`src/include/trip_defines.vh`:
```
`ifndef TRIP_DEFINES_VH
`define TRIP_DEFINES_VH
// Timing base
`define CLK_PERIOD_NS 10
`define TICK_PERIOD_NS 1000000
`define TICK_CYCLES (`TICK_PERIOD_NS / `CLK_PERIOD_NS)
`define TICK_MS 1
`define RUNUP_WINDOW_MS 100
`define SETTLE_MS 500
`define INTEG_MS 15
`define RUNUP_WINDOW_TICKS (`RUNUP_WINDOW_MS / `TICK_MS)
`define SETTLE_TICKS (`SETTLE_MS / `TICK_MS)
`define INTEG_TICKS (`INTEG_MS / `TICK_MS)
// Register byte offsets
`define OFF_BASE 8'h00
`define OFF_STATUS 8'h04
`define OFF_CMD 8'h08
`define OFF_MODE 8'h0c
`define OFF_SET0 8'h10
`define OFF_RUNUP 8'h28
`define OFF_HEAT_LIM 8'h2c
`define OFF_RATIO 8'h30
`define OFF_HEAT_ACC 8'h34
`define OFF_MAT0 8'h40
// Command and field positions
`define CMD_RESET_BIT 0
`define CMD_SELECT_BIT 1
`define CMD_FSM_RST_BIT 2
`define CMD_MASK_LSB 16
`define MAT_LATCH_BIT 8
`define STAT_TRIP_LSB 16
`define STAT_STATE_LSB 26
`define STAT_ERR_BIT 29
`define STAT_SET_BIT 30
// Base current ratio, hundredths of relay rated current
`define BASE_MIN 8'h1e
`define BASE_MAX 8'h78
`define R0_HI 8'h2a
`define R1_LO 8'h2b
`define R1_HI 8'h3c
`define R2_LO 8'h3d
`define R2_HI 8'h54
`define R3_LO 8'h55
`define R0_DEF 8'h23
`define R1_DEF 8'h32
`define R2_DEF 8'h46
`define R3_DEF 8'h64
// Currents in hundredths of base current
`define LOW_CURRENT 16'h000a
// Mode numbering
`define MODE_SPACING 10'h032
`define MODE_INSTR_LO 10'h384
`define MODE_INSTR_HI 10'h3e7
// Reset values
`define DEF_SETTING 32'h00000000
`define DEF_MATRIX 9'h000
`define DEF_RATIO 8'h5f
`define DEF_RUNUP 16'h00c8
`define DEF_HEAT_LIM 32'hffffffff
`endif

```
`src/verilog/motor_trip_top.v`:
```
`timescale 1ns/1ps
`include "trip_defines.vh"
module motor_trip_top #(
  parameter TICK_CYCLES = `TICK_CYCLES,
  parameter NFN = 9
) (
  input wire core_clk,
  input wire rst_n,
  input wire [7:0] s_axi_awaddr,
  input wire s_axi_awvalid,
  output reg s_axi_awready,
  input wire [31:0] s_axi_wdata,
  input wire [3:0] s_axi_wstrb,
  input wire s_axi_wvalid,
  output reg s_axi_wready,
  output reg [1:0] s_axi_bresp,
  output reg s_axi_bvalid,
  input wire s_axi_bready,
  input wire [7:0] s_axi_araddr,
  input wire s_axi_arvalid,
  output reg s_axi_arready,
  output reg [31:0] s_axi_rdata,
  output reg [1:0] s_axi_rresp,
  output reg s_axi_rvalid,
  input wire s_axi_rready,
  input wire [15:0] phase_current,
  input wire [1:0] range_selector_link,
  input wire reset_button,
  input wire thermal_above_one,
  input wire thermal_above_two,
  input wire thermal_above_three,
  input wire start_limit_exceeded,
  output reg signal_output_one,
  output reg signal_output_two,
  output reg trip_output_one,
  output reg trip_output_two,
  output reg range_error,
  output reg runup_active,
  output reg start_complete
);
  // Run-up machine states
  localparam ST_ARMED = 3'h0;
  localparam ST_TIMING = 3'h1;
  localparam ST_RUNUP = 3'h2;
  localparam ST_SETTLE = 3'h3;
  localparam ST_NORMAL = 3'h4;
  ////////////////////////////////////////////////////////////////////
  // Helper functions
  // Lower bound of a link range
  function [7:0] range_lo(input [1:0] sel);
    case (sel)
      2'h0: range_lo = `BASE_MIN;
      2'h1: range_lo = `R1_LO;
      2'h2: range_lo = `R2_LO;
      default: range_lo = `R3_LO;
    endcase
  endfunction
  // Upper bound of a link range
  function [7:0] range_hi(input [1:0] sel);
    case (sel)
      2'h0: range_hi = `R0_HI;
      2'h1: range_hi = `R1_HI;
      2'h2: range_hi = `R2_HI;
      default: range_hi = `BASE_MAX;
    endcase
  endfunction
  // Default base ratio of a link range
  function [7:0] range_def(input [1:0] sel);
    case (sel)
      2'h0: range_def = `R0_DEF;
      2'h1: range_def = `R1_DEF;
      2'h2: range_def = `R2_DEF;
      default: range_def = `R3_DEF;
    endcase
  endfunction
  // Byte-lane merge of a bus write
  function [31:0] wmerge(input [31:0] old, input [31:0] nw, input [3:0] strb);
    integer b;
    begin
      wmerge = old;
      for (b = 0; b < 4; b = b + 1) begin
        if (strb[b]) wmerge[b*8 +: 8] = nw[b*8 +: 8];
      end
    end
  endfunction
  // Byte-lane merge of a matrix word, nine bits kept
  function [8:0] mat_merge(input [8:0] old, input [31:0] nw, input [3:0] strb);
    reg [31:0] full;
    begin
      full = wmerge({23'h0, old}, nw, strb);
      mat_merge = full[8:0];
    end
  endfunction
  // Mode group: 0..3 settings/display/logic/records, 4 instructions
  function [2:0] mode_group(input [9:0] m);
    if (m < `MODE_SPACING) mode_group = 3'h0;
    else if (m < 2 * `MODE_SPACING) mode_group = 3'h1;
    else if (m < 3 * `MODE_SPACING) mode_group = 3'h2;
    else if (m < 4 * `MODE_SPACING) mode_group = 3'h3;
    else if (m >= `MODE_INSTR_LO && m <= `MODE_INSTR_HI) mode_group = 3'h4;
    else mode_group = 3'h7;
  endfunction
  ////////////////////////////////////////////////////////////////////
  // Reset release through two flops
  reg rst_m_r;
  reg rst_sync_n;
  always @(posedge core_clk or negedge rst_n) begin
    if (!rst_n) begin
      rst_m_r <= 1'b0;
      rst_sync_n <= 1'b0;
    end else begin
      rst_m_r <= 1'b1;
      rst_sync_n <= rst_m_r;
    end
  end
  // Shared timing tick
  wire tick;
  tick_divider #(.CYCLES(TICK_CYCLES)) u_tick (
    .core_clk(core_clk),
    .rst_sync_n(rst_sync_n),
    .tick_r(tick)
  );
  ////////////////////////////////////////////////////////////////////
  // Bus write channel
  reg aw_got_r;
  reg w_got_r;
  reg [7:0] waddr_r;
  reg [31:0] wdata_r;
  reg [3:0] wstrb_r;
  wire wr_do = aw_got_r & w_got_r & ~s_axi_bvalid;
  wire wr_mapped = (waddr_r <= `OFF_HEAT_ACC) ||
                   (waddr_r >= `OFF_MAT0 && waddr_r < `OFF_MAT0 + 4 * NFN);
  // Address and data taken in either order, answered together
  always @(posedge core_clk or negedge rst_sync_n) begin
    if (!rst_sync_n) begin
      aw_got_r <= 1'b0;
      w_got_r <= 1'b0;
      waddr_r <= 8'h00;
      wdata_r <= 32'h00000000;
      wstrb_r <= 4'h0;
      s_axi_awready <= 1'b1;
      s_axi_wready <= 1'b1;
      s_axi_bvalid <= 1'b0;
      s_axi_bresp <= 2'h0;
    end else begin
      if (s_axi_awvalid && s_axi_awready) begin
        aw_got_r <= 1'b1;
        waddr_r <= {s_axi_awaddr[7:2], 2'h0};
        s_axi_awready <= 1'b0;
      end
      if (s_axi_wvalid && s_axi_wready) begin
        w_got_r <= 1'b1;
        wdata_r <= s_axi_wdata;
        wstrb_r <= s_axi_wstrb;
        s_axi_wready <= 1'b0;
      end
      if (wr_do) begin
        s_axi_bvalid <= 1'b1;
        s_axi_bresp <= wr_mapped ? 2'h0 : 2'h2;
      end else if (s_axi_bvalid && s_axi_bready) begin
        s_axi_bvalid <= 1'b0;
        aw_got_r <= 1'b0;
        w_got_r <= 1'b0;
        s_axi_awready <= 1'b1;
        s_axi_wready <= 1'b1;
      end
    end
  end
  ////////////////////////////////////////////////////////////////////
  // Settings storage
  reg [7:0] base_r;
  reg base_set_r;
  reg [1:0] range_r;
  reg err_r;
  reg [31:0] setw [0:5];
  reg [8:0] mat [0:NFN-1];
  reg [15:0] runup_set_r;
  reg [31:0] heat_lim_r;
  reg [7:0] ratio_r;
  reg [9:0] mode_r;
  reg btn_d_r;
  // Command pulses
  wire cmd_wr = wr_do && waddr_r == `OFF_CMD;
  wire reset_press = (reset_button & ~btn_d_r) |
                     (cmd_wr & wdata_r[`CMD_RESET_BIT]);
  wire fsm_cmd_rst = cmd_wr & wdata_r[`CMD_FSM_RST_BIT];
  wire [31:0] base_new = wmerge({24'h0, base_r}, wdata_r, wstrb_r);
  // Merged words, cut to register width where stored
  wire [31:0] mode_new = wmerge({22'h0, mode_r}, wdata_r, wstrb_r);
  wire [31:0] runup_new = wmerge({16'h0, runup_set_r}, wdata_r, wstrb_r);
  wire [31:0] ratio_new = wmerge({24'h0, ratio_r}, wdata_r, wstrb_r);
  // Loop indices, one per process so no two processes share a variable
  integer i;
  integer fn_i;
  integer tm_i;
  integer rl_i;
  integer rd_i;
  // Register writes, range supervision and default loading
  always @(posedge core_clk or negedge rst_sync_n) begin
    if (!rst_sync_n) begin
      base_r <= `R0_DEF;
      base_set_r <= 1'b0;
      range_r <= 2'h0;
      err_r <= 1'b0;
      runup_set_r <= `DEF_RUNUP;
      heat_lim_r <= `DEF_HEAT_LIM;
      ratio_r <= `DEF_RATIO;
      mode_r <= 10'h000;
      btn_d_r <= 1'b0;
      for (i = 0; i < 6; i = i + 1) setw[i] <= `DEF_SETTING;
      for (i = 0; i < NFN; i = i + 1) mat[i] <= `DEF_MATRIX;
    end else begin
      btn_d_r <= reset_button;
      if (base_set_r && range_selector_link != range_r) err_r <= 1'b1;
      if (err_r && reset_press) begin
        base_r <= range_def(range_selector_link);
        range_r <= range_selector_link;
        err_r <= 1'b0;
        runup_set_r <= `DEF_RUNUP;
        heat_lim_r <= `DEF_HEAT_LIM;
        ratio_r <= `DEF_RATIO;
        for (i = 0; i < 6; i = i + 1) setw[i] <= `DEF_SETTING;
        for (i = 0; i < NFN; i = i + 1) mat[i] <= `DEF_MATRIX;
      end else if (wr_do) begin
        case (waddr_r)
          `OFF_BASE: begin
            // accept only ratios inside selected range
            if (base_new[7:0] >= range_lo(range_selector_link) &&
                base_new[7:0] <= range_hi(range_selector_link) &&
                base_new[31:8] == 24'h0) begin
              base_r <= base_new[7:0];
              base_set_r <= 1'b1;
              range_r <= range_selector_link;
            end
          end
          `OFF_CMD: begin
            if (wdata_r[`CMD_SELECT_BIT]) begin
              for (i = 0; i < 6; i = i + 1) begin
                if (!wdata_r[`CMD_MASK_LSB + i]) setw[i] <= `DEF_SETTING;
              end
            end
          end
          `OFF_MODE: mode_r <= mode_new[9:0];
          `OFF_RUNUP: runup_set_r <= runup_new[15:0];
          `OFF_HEAT_LIM: heat_lim_r <= wmerge(heat_lim_r, wdata_r, wstrb_r);
          `OFF_RATIO: ratio_r <= ratio_new[7:0];
          default: begin
            for (i = 0; i < 6; i = i + 1) begin
              if (waddr_r == `OFF_SET0 + 4 * i) setw[i] <= wmerge(setw[i], wdata_r, wstrb_r);
            end
            for (i = 0; i < NFN; i = i + 1) begin
              if (waddr_r == `OFF_MAT0 + 4 * i)
                mat[i] <= mat_merge(mat[i], wdata_r, wstrb_r);
            end
          end
        endcase
      end
    end
  end
  ////////////////////////////////////////////////////////////////////
  // Run-up supervision machine
  reg [2:0] st_r;
  reg [9:0] st_cnt_r;
  reg [3:0] int_cnt_r;
  reg [31:0] heat_acc_r;
  reg heat_trip_r;
  wire low_cur = phase_current < `LOW_CURRENT;
  wire above_runup = phase_current >= runup_set_r;
  wire oc_inhibit = (st_r == ST_ARMED) || (st_r == ST_TIMING) || (st_r == ST_RUNUP);
  wire [31:0] cur_sq = phase_current * phase_current;
  always @(posedge core_clk or negedge rst_sync_n) begin
    if (!rst_sync_n) begin
      st_r <= ST_ARMED;
      st_cnt_r <= 10'h000;
      int_cnt_r <= 4'h0;
      heat_acc_r <= 32'h00000000;
      heat_trip_r <= 1'b0;
      start_complete <= 1'b0;
    end else begin
      start_complete <= 1'b0;
      heat_trip_r <= heat_acc_r > heat_lim_r;
      if (fsm_cmd_rst) begin
        st_r <= ST_ARMED;
        st_cnt_r <= 10'h000;
        heat_acc_r <= 32'h00000000;
      end else begin
        case (st_r)
          ST_ARMED: begin
            st_cnt_r <= 10'h000;
            heat_acc_r <= 32'h00000000;
            if (!low_cur) st_r <= ST_TIMING;
          end
          ST_TIMING: begin
            if (tick) st_cnt_r <= st_cnt_r + 10'h001;
            if (low_cur) st_r <= ST_ARMED;
            else if (above_runup) begin
              st_r <= ST_RUNUP;
              int_cnt_r <= 4'h0;
            end else if (st_cnt_r >= `RUNUP_WINDOW_TICKS) begin
              st_r <= ST_NORMAL;
            end
          end
          ST_RUNUP: begin
            if (tick) begin
              if (int_cnt_r == `INTEG_TICKS - 1) begin
                int_cnt_r <= 4'h0;
                heat_acc_r <= heat_acc_r + cur_sq;
              end else begin
                int_cnt_r <= int_cnt_r + 4'h1;
              end
            end
            if (!above_runup) begin
              st_r <= ST_SETTLE;
              st_cnt_r <= 10'h000;
            end
          end
          ST_SETTLE: begin
            if (tick) st_cnt_r <= st_cnt_r + 10'h001;
            if (above_runup) st_r <= ST_RUNUP;
            else if (st_cnt_r >= `SETTLE_TICKS) begin
              st_r <= ST_NORMAL;
              start_complete <= 1'b1;
            end
          end
          ST_NORMAL: begin
            if (low_cur) st_r <= ST_ARMED;
          end
          default: st_r <= ST_ARMED;
        endcase
      end
    end
  end
  ////////////////////////////////////////////////////////////////////
  // Per-function pick-up, timing and trip
  reg [15:0] tmr [0:5];
  reg [5:0] fn_trip_r;
  reg [NFN-1:0] latch_r;
  reg [5:0] active;
  reg [5:0] exceed;
  reg [5:0] dropped;
  reg [NFN-1:0] start_vec;
  reg [NFN-1:0] trip_raw;
  reg [NFN-1:0] trip_vec;
  reg [31:0] cur_x100;
  reg [31:0] pick_x;
  // Combinational pick-up decisions
  always @* begin
    cur_x100 = phase_current * 32'd100;
    for (fn_i = 0; fn_i < 6; fn_i = fn_i + 1) begin
      // zero pick-up and delay is inactive
      active[fn_i] = setw[fn_i] != 32'h0;
      pick_x = setw[fn_i][15:0] * ratio_r;
      // each stage on its own settings
      exceed[fn_i] = active[fn_i] && phase_current >= setw[fn_i][15:0];
      dropped[fn_i] = cur_x100 < pick_x;
    end
    // no-load between 0.1 base and setting
    exceed[5] = active[5] && !low_cur && phase_current < setw[5][15:0];
    dropped[5] = !exceed[5];
    // overcurrent stages 2 to 4 and no-load blocked in armed, timing and run-up states
    for (fn_i = 2; fn_i < 6; fn_i = fn_i + 1) begin
      if (oc_inhibit) exceed[fn_i] = 1'b0;
    end
    start_vec = {1'b0, thermal_above_one & thermal_above_three,
                 st_r == ST_RUNUP, exceed};
    // delay, heat limit, second threshold or start count
    trip_raw = {start_limit_exceeded, thermal_above_two, heat_trip_r, fn_trip_r};
    trip_vec = trip_raw | latch_r;
  end
  // Delay timers and trip state
  always @(posedge core_clk or negedge rst_sync_n) begin
    if (!rst_sync_n) begin
      fn_trip_r <= 6'h00;
      latch_r <= {NFN{1'b0}};
      for (tm_i = 0; tm_i < 6; tm_i = tm_i + 1) tmr[tm_i] <= 16'h0000;
    end else begin
      for (tm_i = 0; tm_i < 6; tm_i = tm_i + 1) begin
        if (exceed[tm_i]) begin
          if (tick && tmr[tm_i] < setw[tm_i][31:16]) tmr[tm_i] <= tmr[tm_i] + 16'h0001;
          if (tmr[tm_i] >= setw[tm_i][31:16]) fn_trip_r[tm_i] <= 1'b1;
        end else begin
          tmr[tm_i] <= 16'h0000;
          if (dropped[tm_i] || !active[tm_i]) fn_trip_r[tm_i] <= 1'b0;
        end
      end
      // latched trip held until reset press
      for (tm_i = 0; tm_i < NFN; tm_i = tm_i + 1) begin
        if (trip_raw[tm_i] && mat[tm_i][`MAT_LATCH_BIT]) latch_r[tm_i] <= 1'b1;
        else if (reset_press) latch_r[tm_i] <= 1'b0;
      end
    end
  end
  ////////////////////////////////////////////////////////////////////
  // Output matrix and status outputs
  reg [3:0] relay_nxt;
  always @* begin
    relay_nxt = 4'h0;
    for (rl_i = 0; rl_i < NFN; rl_i = rl_i + 1) begin
      relay_nxt = relay_nxt | ({4{start_vec[rl_i]}} & mat[rl_i][3:0]) |
                  ({4{trip_vec[rl_i]}} & mat[rl_i][7:4]);
    end
    if (err_r) relay_nxt = 4'h0;
  end
  always @(posedge core_clk or negedge rst_sync_n) begin
    if (!rst_sync_n) begin
      signal_output_one <= 1'b0;
      signal_output_two <= 1'b0;
      trip_output_one <= 1'b0;
      trip_output_two <= 1'b0;
      range_error <= 1'b0;
      runup_active <= 1'b0;
    end else begin
      signal_output_one <= relay_nxt[0];
      signal_output_two <= relay_nxt[1];
      trip_output_one <= relay_nxt[2];
      trip_output_two <= relay_nxt[3];
      range_error <= err_r;
      runup_active <= st_r == ST_RUNUP;
    end
  end
  ////////////////////////////////////////////////////////////////////
  // Bus read channel
  reg [31:0] rd_word;
  reg rd_ok;
  wire [7:0] ra = {s_axi_araddr[7:2], 2'h0};
  // Chosen mode modulo the group spacing
  wire [9:0] mode_mod = mode_r % `MODE_SPACING;
  always @* begin
    rd_ok = 1'b1;
    rd_word = 32'h00000000;
    case (ra)
      `OFF_BASE: rd_word = {24'h0, base_r};
      `OFF_STATUS: rd_word = {1'b0, base_set_r, err_r, st_r, 1'b0,
                              trip_vec, 7'h0, start_vec};
      `OFF_CMD: rd_word = 32'h00000000;
      `OFF_MODE: rd_word = {10'h0, mode_mod[5:0], 1'b0,
                            mode_group(mode_r), 2'h0, mode_r};
      `OFF_RUNUP: rd_word = {16'h0, runup_set_r};
      `OFF_HEAT_LIM: rd_word = heat_lim_r;
      `OFF_RATIO: rd_word = {24'h0, ratio_r};
      `OFF_HEAT_ACC: rd_word = heat_acc_r;
      default: begin
        rd_ok = 1'b0;
        for (rd_i = 0; rd_i < 6; rd_i = rd_i + 1) begin
          if (ra == `OFF_SET0 + 4 * rd_i) begin
            rd_word = setw[rd_i];
            rd_ok = 1'b1;
          end
        end
        for (rd_i = 0; rd_i < NFN; rd_i = rd_i + 1) begin
          if (ra == `OFF_MAT0 + 4 * rd_i) begin
            rd_word = {23'h0, mat[rd_i]};
            rd_ok = 1'b1;
          end
        end
      end
    endcase
  end
  always @(posedge core_clk or negedge rst_sync_n) begin
    if (!rst_sync_n) begin
      s_axi_arready <= 1'b1;
      s_axi_rvalid <= 1'b0;
      s_axi_rdata <= 32'h00000000;
      s_axi_rresp <= 2'h0;
    end else if (s_axi_arvalid && s_axi_arready) begin
      s_axi_arready <= 1'b0;
      s_axi_rvalid <= 1'b1;
      s_axi_rdata <= rd_word;
      s_axi_rresp <= rd_ok ? 2'h0 : 2'h2;
    end else if (s_axi_rvalid && s_axi_rready) begin
      s_axi_rvalid <= 1'b0;
      s_axi_arready <= 1'b1;
    end
  end
endmodule

```
`src/verilog/tick_divider.v`:
```
`timescale 1ns/1ps
// Periodic one-cycle tick for all protection timing
module tick_divider #(
  parameter CYCLES = 100000
) (
  input wire core_clk,
  input wire rst_sync_n,
  output reg tick_r
);
  // Cycle counter
  reg [31:0] cnt_r;
  ////////////////////////////////////////////////////////////////////
  // Count up a full period, pulse once
  always @(posedge core_clk or negedge rst_sync_n) begin
    if (!rst_sync_n) begin
      cnt_r <= 32'h00000000;
      tick_r <= 1'b0;
    end else if (cnt_r == CYCLES - 1) begin
      cnt_r <= 32'h00000000;
      tick_r <= 1'b1;
    end else begin
      cnt_r <= cnt_r + 32'h00000001;
      tick_r <= 1'b0;
    end
  end
endmodule
```
`config.mk`:
```
export PLATFORM = sky130hd
export DESIGN_NAME = motor_trip_top
export DESIGN_NICKNAME = d
export VERILOG_FILES = /design/src/verilog/motor_trip_top.v /design/src/verilog/tick_divider.v
export VERILOG_INCLUDE_DIRS = /design/src /design/src/include
export SDC_FILE = /design/constraint.sdc
export NUM_CORES = 2
export LEC_CHECK = 0
export BUFFER_PORTS_ARGS = -buffer_cell sky130_fd_sc_hd__buf_2
export CAP_MARGIN = 25
export CORE_AREA = 5 5 396 398
export CTS_CLUSTER_DIAMETER = 30
export DETAILED_ROUTE_END_ITERATION = 6
export DIE_AREA = 0 0 401 403
export PLACE_DENSITY = 0.62
export SYNTH_ARGS = -nofsm -noshare
export SYNTH_HDL_FRONTEND = slang
export SYNTH_SLANG_ARGS = --single-unit
```
`constraint.sdc`:
```
create_clock -name core_clk -period 46.5 [get_ports core_clk]
set_input_delay 6.975 -clock core_clk [delete_from_list [all_inputs] [get_ports core_clk]]
set_output_delay 6.975 -clock core_clk [all_outputs]
set_load 0.01 [all_outputs]
```
# Word-level counts from Yosys, hierarchy flattened
# Index checks and enable logic that the tools add are counted.
# totals
out_inout_bits	48
n_memories	0
mem_bits_ro	0
latch_bits	0
ff_bits	640
word_cells	666
ramBits	0
# classes
n_mux	196
n_eq_ne	83
bitwise_logic	45
n_shift	0
order_cmp	39
div	1
reduce_logical	179
multipliers	7
n_addsub	10
# ops
cell	n
2-to-1 mux 32 bit	34
2-to-1 mux 192 bit	3
one-hot mux 192 bit (2 select lines)	1
one-hot mux 32 bit (8 select lines)	1
2-to-1 mux 81 bit	3
2-to-1 mux 16 bit	15
greater-or-equal comparator 16 bit	12
nonzero test 32 bit	6
2-to-1 mux 8 bit	21
AND reduction 6 bit	24
< comparator 23 x 24 -> 1 bit	5
multiplier 16 x 8 -> 24 bit	5
< comparator 16 bit	7
== test 6 x 5 -> 1 bit (second input constant)	18
adder 16 x 1 -> 16 bit (second input constant)	6
AND reduction 4 bit	21
2-to-1 mux 9 bit	9
nonzero test 2 bit	38
2-to-1 mux 1 bit	74
AND 4 bit	17
== test 6 x 4 -> 1 bit (second input constant)	11
bitwise OR 4 bit	16
one-hot mux 32 bit (2 select lines)	1
one-hot mux 7 bit (3 select lines)	3
other kinds (66)	209

# Depth between registers and ports, before layout
# logic_depth
depth_word	20
ltp_mapped	30
depth_no_buf	28

# By module
# A second synthesis with hierarchy kept.
# hier_totals
cells_unflattened	7637
hier_area_um2	67606.1
# by_module_without_submodules
mod	cells_per_inst	seq_area_each_um2	n_inst	area_per_inst_um2
motor_trip_top	7497	15198.3	1	66019.6
tick_divider	140	825.8	1	1586.5

# Least setup slack after synthesis
# Ideal clock, no wire load.
# synth_path
kind	input-to-reg
start	input port phase_current[9]
end	register heat_acc_r[31]
path_slack_ns	33.410
stages	24
path_buffers	1
arrival_ns	12.951
cell_sequence	clkbuf_1 -> clkinv_1 -> nor2_1 -> ha_1 -> xor2_1 -> fa_1 -> inv_1 -> fa_1 -> inv_1 -> fa_1 -> fa_1 -> inv_1 -> fa_1 -> ha_1 -> or4_1 -> nor2_1 -> o21ai_0 -> o2111ai_1 -> nand2_1 -> a41oi_1 -> a21oi_1 -> and3b_1 -> a2111oi_0 -> a31oi_1
# synth_via
elab_chain_len	6
# synth_lines
element	line_no	source
start, declared	motor_trip_top.v:26	input wire [15:0] phase_current,
multiplier 16 x 16 -> 32 bit	motor_trip_top.v:270	wire [31:0] cur_sq = phase_current * phase_current;
adder 32 bit	motor_trip_top.v:307	heat_acc_r <= heat_acc_r + cur_sq;
2-to-1 mux 32 bit	motor_trip_top.v:305	if (int_cnt_r == `INTEG_TICKS - 1) begin
2-to-1 mux 32 bit	motor_trip_top.v:304	if (tick) begin
one-hot mux 32 bit (2 select lines)	motor_trip_top.v:287	case (st_r)
2-to-1 mux 32 bit	motor_trip_top.v:282	if (fsm_cmd_rst) begin
end signal, assigned	motor_trip_top.v:307	
end, declared	motor_trip_top.v:265	reg [31:0] heat_acc_r;
# Every way passes these cells. The select of a mux whose other input is x is not followed.
# A chain may end at the register's enable or synchronous reset.

# Final worst setup path
# layout_path
start	input port phase_current[5]
end	register heat_acc_r[31]
# The elaborated chain is that of the path after synthesis.

==> PnR_summary.wiki <==
{| class="wikitable"
! Metric !! Value
|-
| Die width || 401 um
|-
| Worst min path class || reg2reg
|-
| Worst slew pin tran || 1160 ps
|-
| Share of synthesized area spent on multiplexers || 0.0614
|-
| Clock sink total || 638
|-
| Layout fillers || 14300
|-
| Post-Route Setup TNS || 0 ps
|-
| Count of instances resized after the clock tree is built || 0
|-
| TritonCTS clock tree || yes
|-
| Die Outline Area || 162000 um2
|-
| Cell at the root of the clock tree || sky130_fd_sc_hd__clkbuf_16
|-
| Core Region || 153000 um2
|-
| Relative slew slack || 0.223
|-
| Synth Area in Compound Gates || 0.123
|-
| Via count || 56000
|-
| Final worst-path cycle share || 0.298
|-
| Number of hold buffers added after CTS || 0
|-
| Via density per instance || 5.84
|-
| Total wire length || 229000 um
|-
| Result of the run || complete, no violations
|-
| Number of placement rows || 144
|-
| Final setup skew || 49.2 ps
|-
| Number of enable-type register cells in the synthesized netlist || 0
|-
| Antenna Violating Nets Remaining || 0
|-
| Effective utilization at floorplan || 0.447
|-
| Final-report setup violation count || 0
|-
| Setup Fix Bufs, Post-CTS || 0
|-
| Share of flip-flops with an asynchronous set or reset || 1.00
|-
| Most frequent CP cell || sky130_fd_sc_hd__fa_1
|-
| Sort of element at the end of the critical path || register
|-
| Number of global-route vias before repair || 56100
|-
| Max Clk Rate || 72.1 MHz
|-
| Peak fanout along the critical path || 18
|-
| Setup CP Type || in2reg
|-
| Hold violation total from the final report || 0
|-
| Max Slew Vio Count || 0
|-
| Type of element launching the critical path || input pin
|-
| Iteration-0 DRC count of the detailed router || 4964
|-
| Layout cells sized above 1 || 0.117
|-
| Adder-cell area share of the yosys netlist || 0.323
|-
| Biggest cell delay along the critical path || 560 ps
|-
| Number of placed I/O pins || 130
|-
| Required time reported for the critical path endpoint || 47070 ps
|-
| Y dimension of the die || 403 um
|-
| Drt wl/cell || 23.9 um
|-
| Register clock-pin slew on the reported worst setup and hold paths || 40 ps
|-
| Final Wtd Congestion || 1.01
|-
| Reported max-cap violation count || 0
|-
| Area overhead of the layout relative to synthesis || 10.6%
|-
| Post-synth design cell area || 68400 um2
|-
| Setup repair after global routing missed its margin || no
|-
| Dominant combinational cell family by area after synthesis || adder cells
|-
| Data arrival time of the critical path || 14450 ps
|-
| Number of remaining DRC errors || 0
|-
| Wire length of the first global-routing pass || 347000 um
|-
| Post-synthesis cell type count || 105
|-
| Number of buffer cells added on primary ports || 123
|-
| Initial antenna violation count || 11
|-
| Yosys reg bits || 638
|-
| Post-synthesis share of cell area spent on xor and xnor gates || 0.0323
|-
| Syn Area/Cell || 9.25 um2
|-
| CTS Buf Count || 119
|-
| All-Layer GR Usage || 0.279
|-
| Number of H-tree branching levels || 3
|-
| Synth Flop Type || sky130_fd_sc_hd__dfrtp_1
|-
| Deepest clock path buffer count || 3
|-
| Total number of nets in the final design || 8906
|-
| Simple-gate share of the synthesized area || 0.148
|-
| Min Tclk post-route || 13880 ps
|-
| Total congestion overflow after global routing || 0
|-
| Fraction of the yosys area taken by sequential cells || 0.234
|-
| Number of instances in the synthesized netlist || 7394
|-
| Warning count from the yosys run || 0
|-
| Pin count of the biggest net entering global routing || 89
|-
| Clock latency on the worst-skew pair || 730 ps
|-
| DR pass1 iterations || 7
|-
| Post-DP HPWL || 172000 um
|-
| Slowest cell on crit path || sky130_fd_sc_hd__fa_1
|}
==> placed cells by master (no fill, tap or decap), types with 22 or more instances in the layout <==
master and instances:
sky130_fd_sc_hd__ha_1 766, sky130_fd_sc_hd__o21ai_0 323, sky130_fd_sc_hd__nor3_1 102, sky130_fd_sc_hd__a211oi_1 28, sky130_fd_sc_hd__a22oi_1 36, sky130_fd_sc_hd__dfstp_2 47
sky130_fd_sc_hd__dfrtp_1 588, sky130_fd_sc_hd__and2_1 302, sky130_fd_sc_hd__a21oi_1 234, sky130_fd_sc_hd__nand3_1 99, sky130_fd_sc_hd__mux2_2 291, sky130_fd_sc_hd__buf_2 128
sky130_fd_sc_hd__nor4_1 78, sky130_fd_sc_hd__mux2i_1 64, sky130_fd_sc_hd__nor2_1 362, sky130_fd_sc_hd__and3_1 85, sky130_fd_sc_hd__nand2b_1 65, sky130_fd_sc_hd__nor2b_1 64
sky130_fd_sc_hd__a22o_1 26, sky130_fd_sc_hd__o211ai_1 77, sky130_fd_sc_hd__a222oi_1 23, sky130_fd_sc_hd__inv_1 1068, sky130_fd_sc_hd__or2_2 22, sky130_fd_sc_hd__nand2_1 716
sky130_fd_sc_hd__or3_1 27, sky130_fd_sc_hd__clkbuf_16 122, sky130_fd_sc_hd__nand4_1 93, sky130_fd_sc_hd__a31oi_1 43, sky130_fd_sc_hd__fa_1 626, sky130_fd_sc_hd__o21a_1 78
sky130_fd_sc_hd__xnor2_1 140, sky130_fd_sc_hd__a21o_1 133, sky130_fd_sc_hd__xor2_1 110, sky130_fd_sc_hd__buf_4 105
==> critical path: cells and delay by family <==
| family | cells | cell delay [ps] |
|---|---|---|
| AOI/OAI and AO/OA | 5 | 1370 |
| and+or+nand+nor | 6 | 1290 |
| adders and majority gates | 7 | 3490 |
| buffers and inverters | 7 | 1300 |
==> metal layers <==
layer / vias to the layer above / global-route usage / part of all wire
li1: 25000 / - / -
met1: 28100 / 0.378 / 0.42
met4: 2 / 0.141 / 0.059
met5: - / 0 / 0.000066
met3: 544 / 0.0560 / 0.090
met2: 2329 / 0.427 / 0.43
==> synthesized netlist by cell type (all sizes together), types with 65 or more instances <==
| cell | n | area share |
|---|---|---|
| a21oi | 240 | 0.018 |
| xor2 | 110 | 0.014 |
| o21a | 78 | 0.0086 |
| nor2 | 369 | 0.020 |
| and2 | 308 | 0.028 |
| nor3 | 104 | 0.0077 |
| clkbuf | 285 | 0.016 |
| mux2 | 302 | 0.050 |
| nand3 | 99 | 0.0072 |
| nand2b | 66 | 0.0060 |
| dfrtp | 591 | 0.22 |
| nand2 | 717 | 0.039 |
| and3 | 85 | 0.0078 |
| fa | 626 | 0.18 |
| xnor2 | 142 | 0.018 |
| inv | 1071 | 0.059 |
| nand4 | 93 | 0.0085 |
| o211ai | 77 | 0.0085 |
| a21o | 134 | 0.015 |
| nor4 | 81 | 0.0074 |
| o21ai | 338 | 0.025 |
| ha | 766 | 0.14 |
| nor2b | 65 | 0.0059 |
==> layout make-up <==
cell class / instances / area [um2] / area share
Clock buffer: 147 / 3290 / 0.0435
Clock inverter: 79 / 1020 / 0.0135
Sequential cell: 638 / 16000 / 0.212
Multi-Input combinational cell: 5361 / 47200 / 0.624
Inverter: 1075 / 4040 / 0.0533
Tap cell: 2044 / 2560 / 0.0338
Antenna cell: 9 / 22.5 / 0.000298
Timing Repair Buffer: 237 / 1500 / 0.0199
==> path summary, 6_finish.rpt <==
| kind | startpoint | to | slack, ps | cells past startpoint |
|---|---|---|---|---|
| worst max-delay path | phase_current[5] | heat_acc_r[31] | 32620 | 25 |
| worst min-delay path | rst_m_r | rst_sync_n | 360 | 0 |
| worst max register to register | ratio_r[2] | fn_trip_r[1] | 38340 | 23 |
| worst min register to register | rst_m_r | rst_sync_n | 360 | 0 |
| max in group asynchronous | rst_n | rst_sync_n | 40350 | 1 |
| min in group asynchronous | rst_sync_n | s_axi_rdata[20] | 430 | 0 |
==> state kept, by name, indices dropped and copies added, names as in the netlist, 2 cells and up <==
| register | cells |
|---|---|
| base_r | 8 |
| fn_trip_r | 6 |
| heat_acc_r | 32 |
| heat_lim_r | 32 |
| int_cnt_r | 4 |
| latch_r | 9 |
| mat | 81 |
| mode_r | 10 |
| range_r | 2 |
| ratio_r | 8 |
| runup_set_r | 16 |
| s_axi_rdata | 32 |
| setw | 192 |
| st_cnt_r | 10 |
| st_r | 3 |
| tmr | 96 |
| u_tick.cnt_r | 32 |
| waddr_r | 6 |
| wdata_r | 32 |
| wstrb_r | 4 |
==> per-stage QoR <==
| stage | hold slack (ps) | utilization | worst slack, ps | std cells | cell area, um2 |
|---|---|---|---|---|---|
| after floorplan | 331 | - | 27480 | 7395 | 68400 |
| after global placement | 337 | 0.465 | 32020 | 9344 | 71200 |
| after detailed placement | 349 | 0.466 | 31940 | 9351 | 71300 |
| after CTS | 359 | 0.494 | 32670 | 9577 | 75600 |
| after global routing | 371 | 0.494 | 32100 | 9581 | 75600 |
| final | 357 | 0.494 | 32620 | 9590 | 75600 |
==> kinds of logic after synthesis <==
kind of cell | after synthesis
simple gates | 2078
buf+inv | 1396
fa+ha+maj | 1392
compound gates | 1263
flops | 638
mux | 373
xor+xnor | 252
other cells | 2
Power is left out: the tool's default activity adds up to more than one toggle a clock period on the data nets, which glitch-free logic cannot reach.
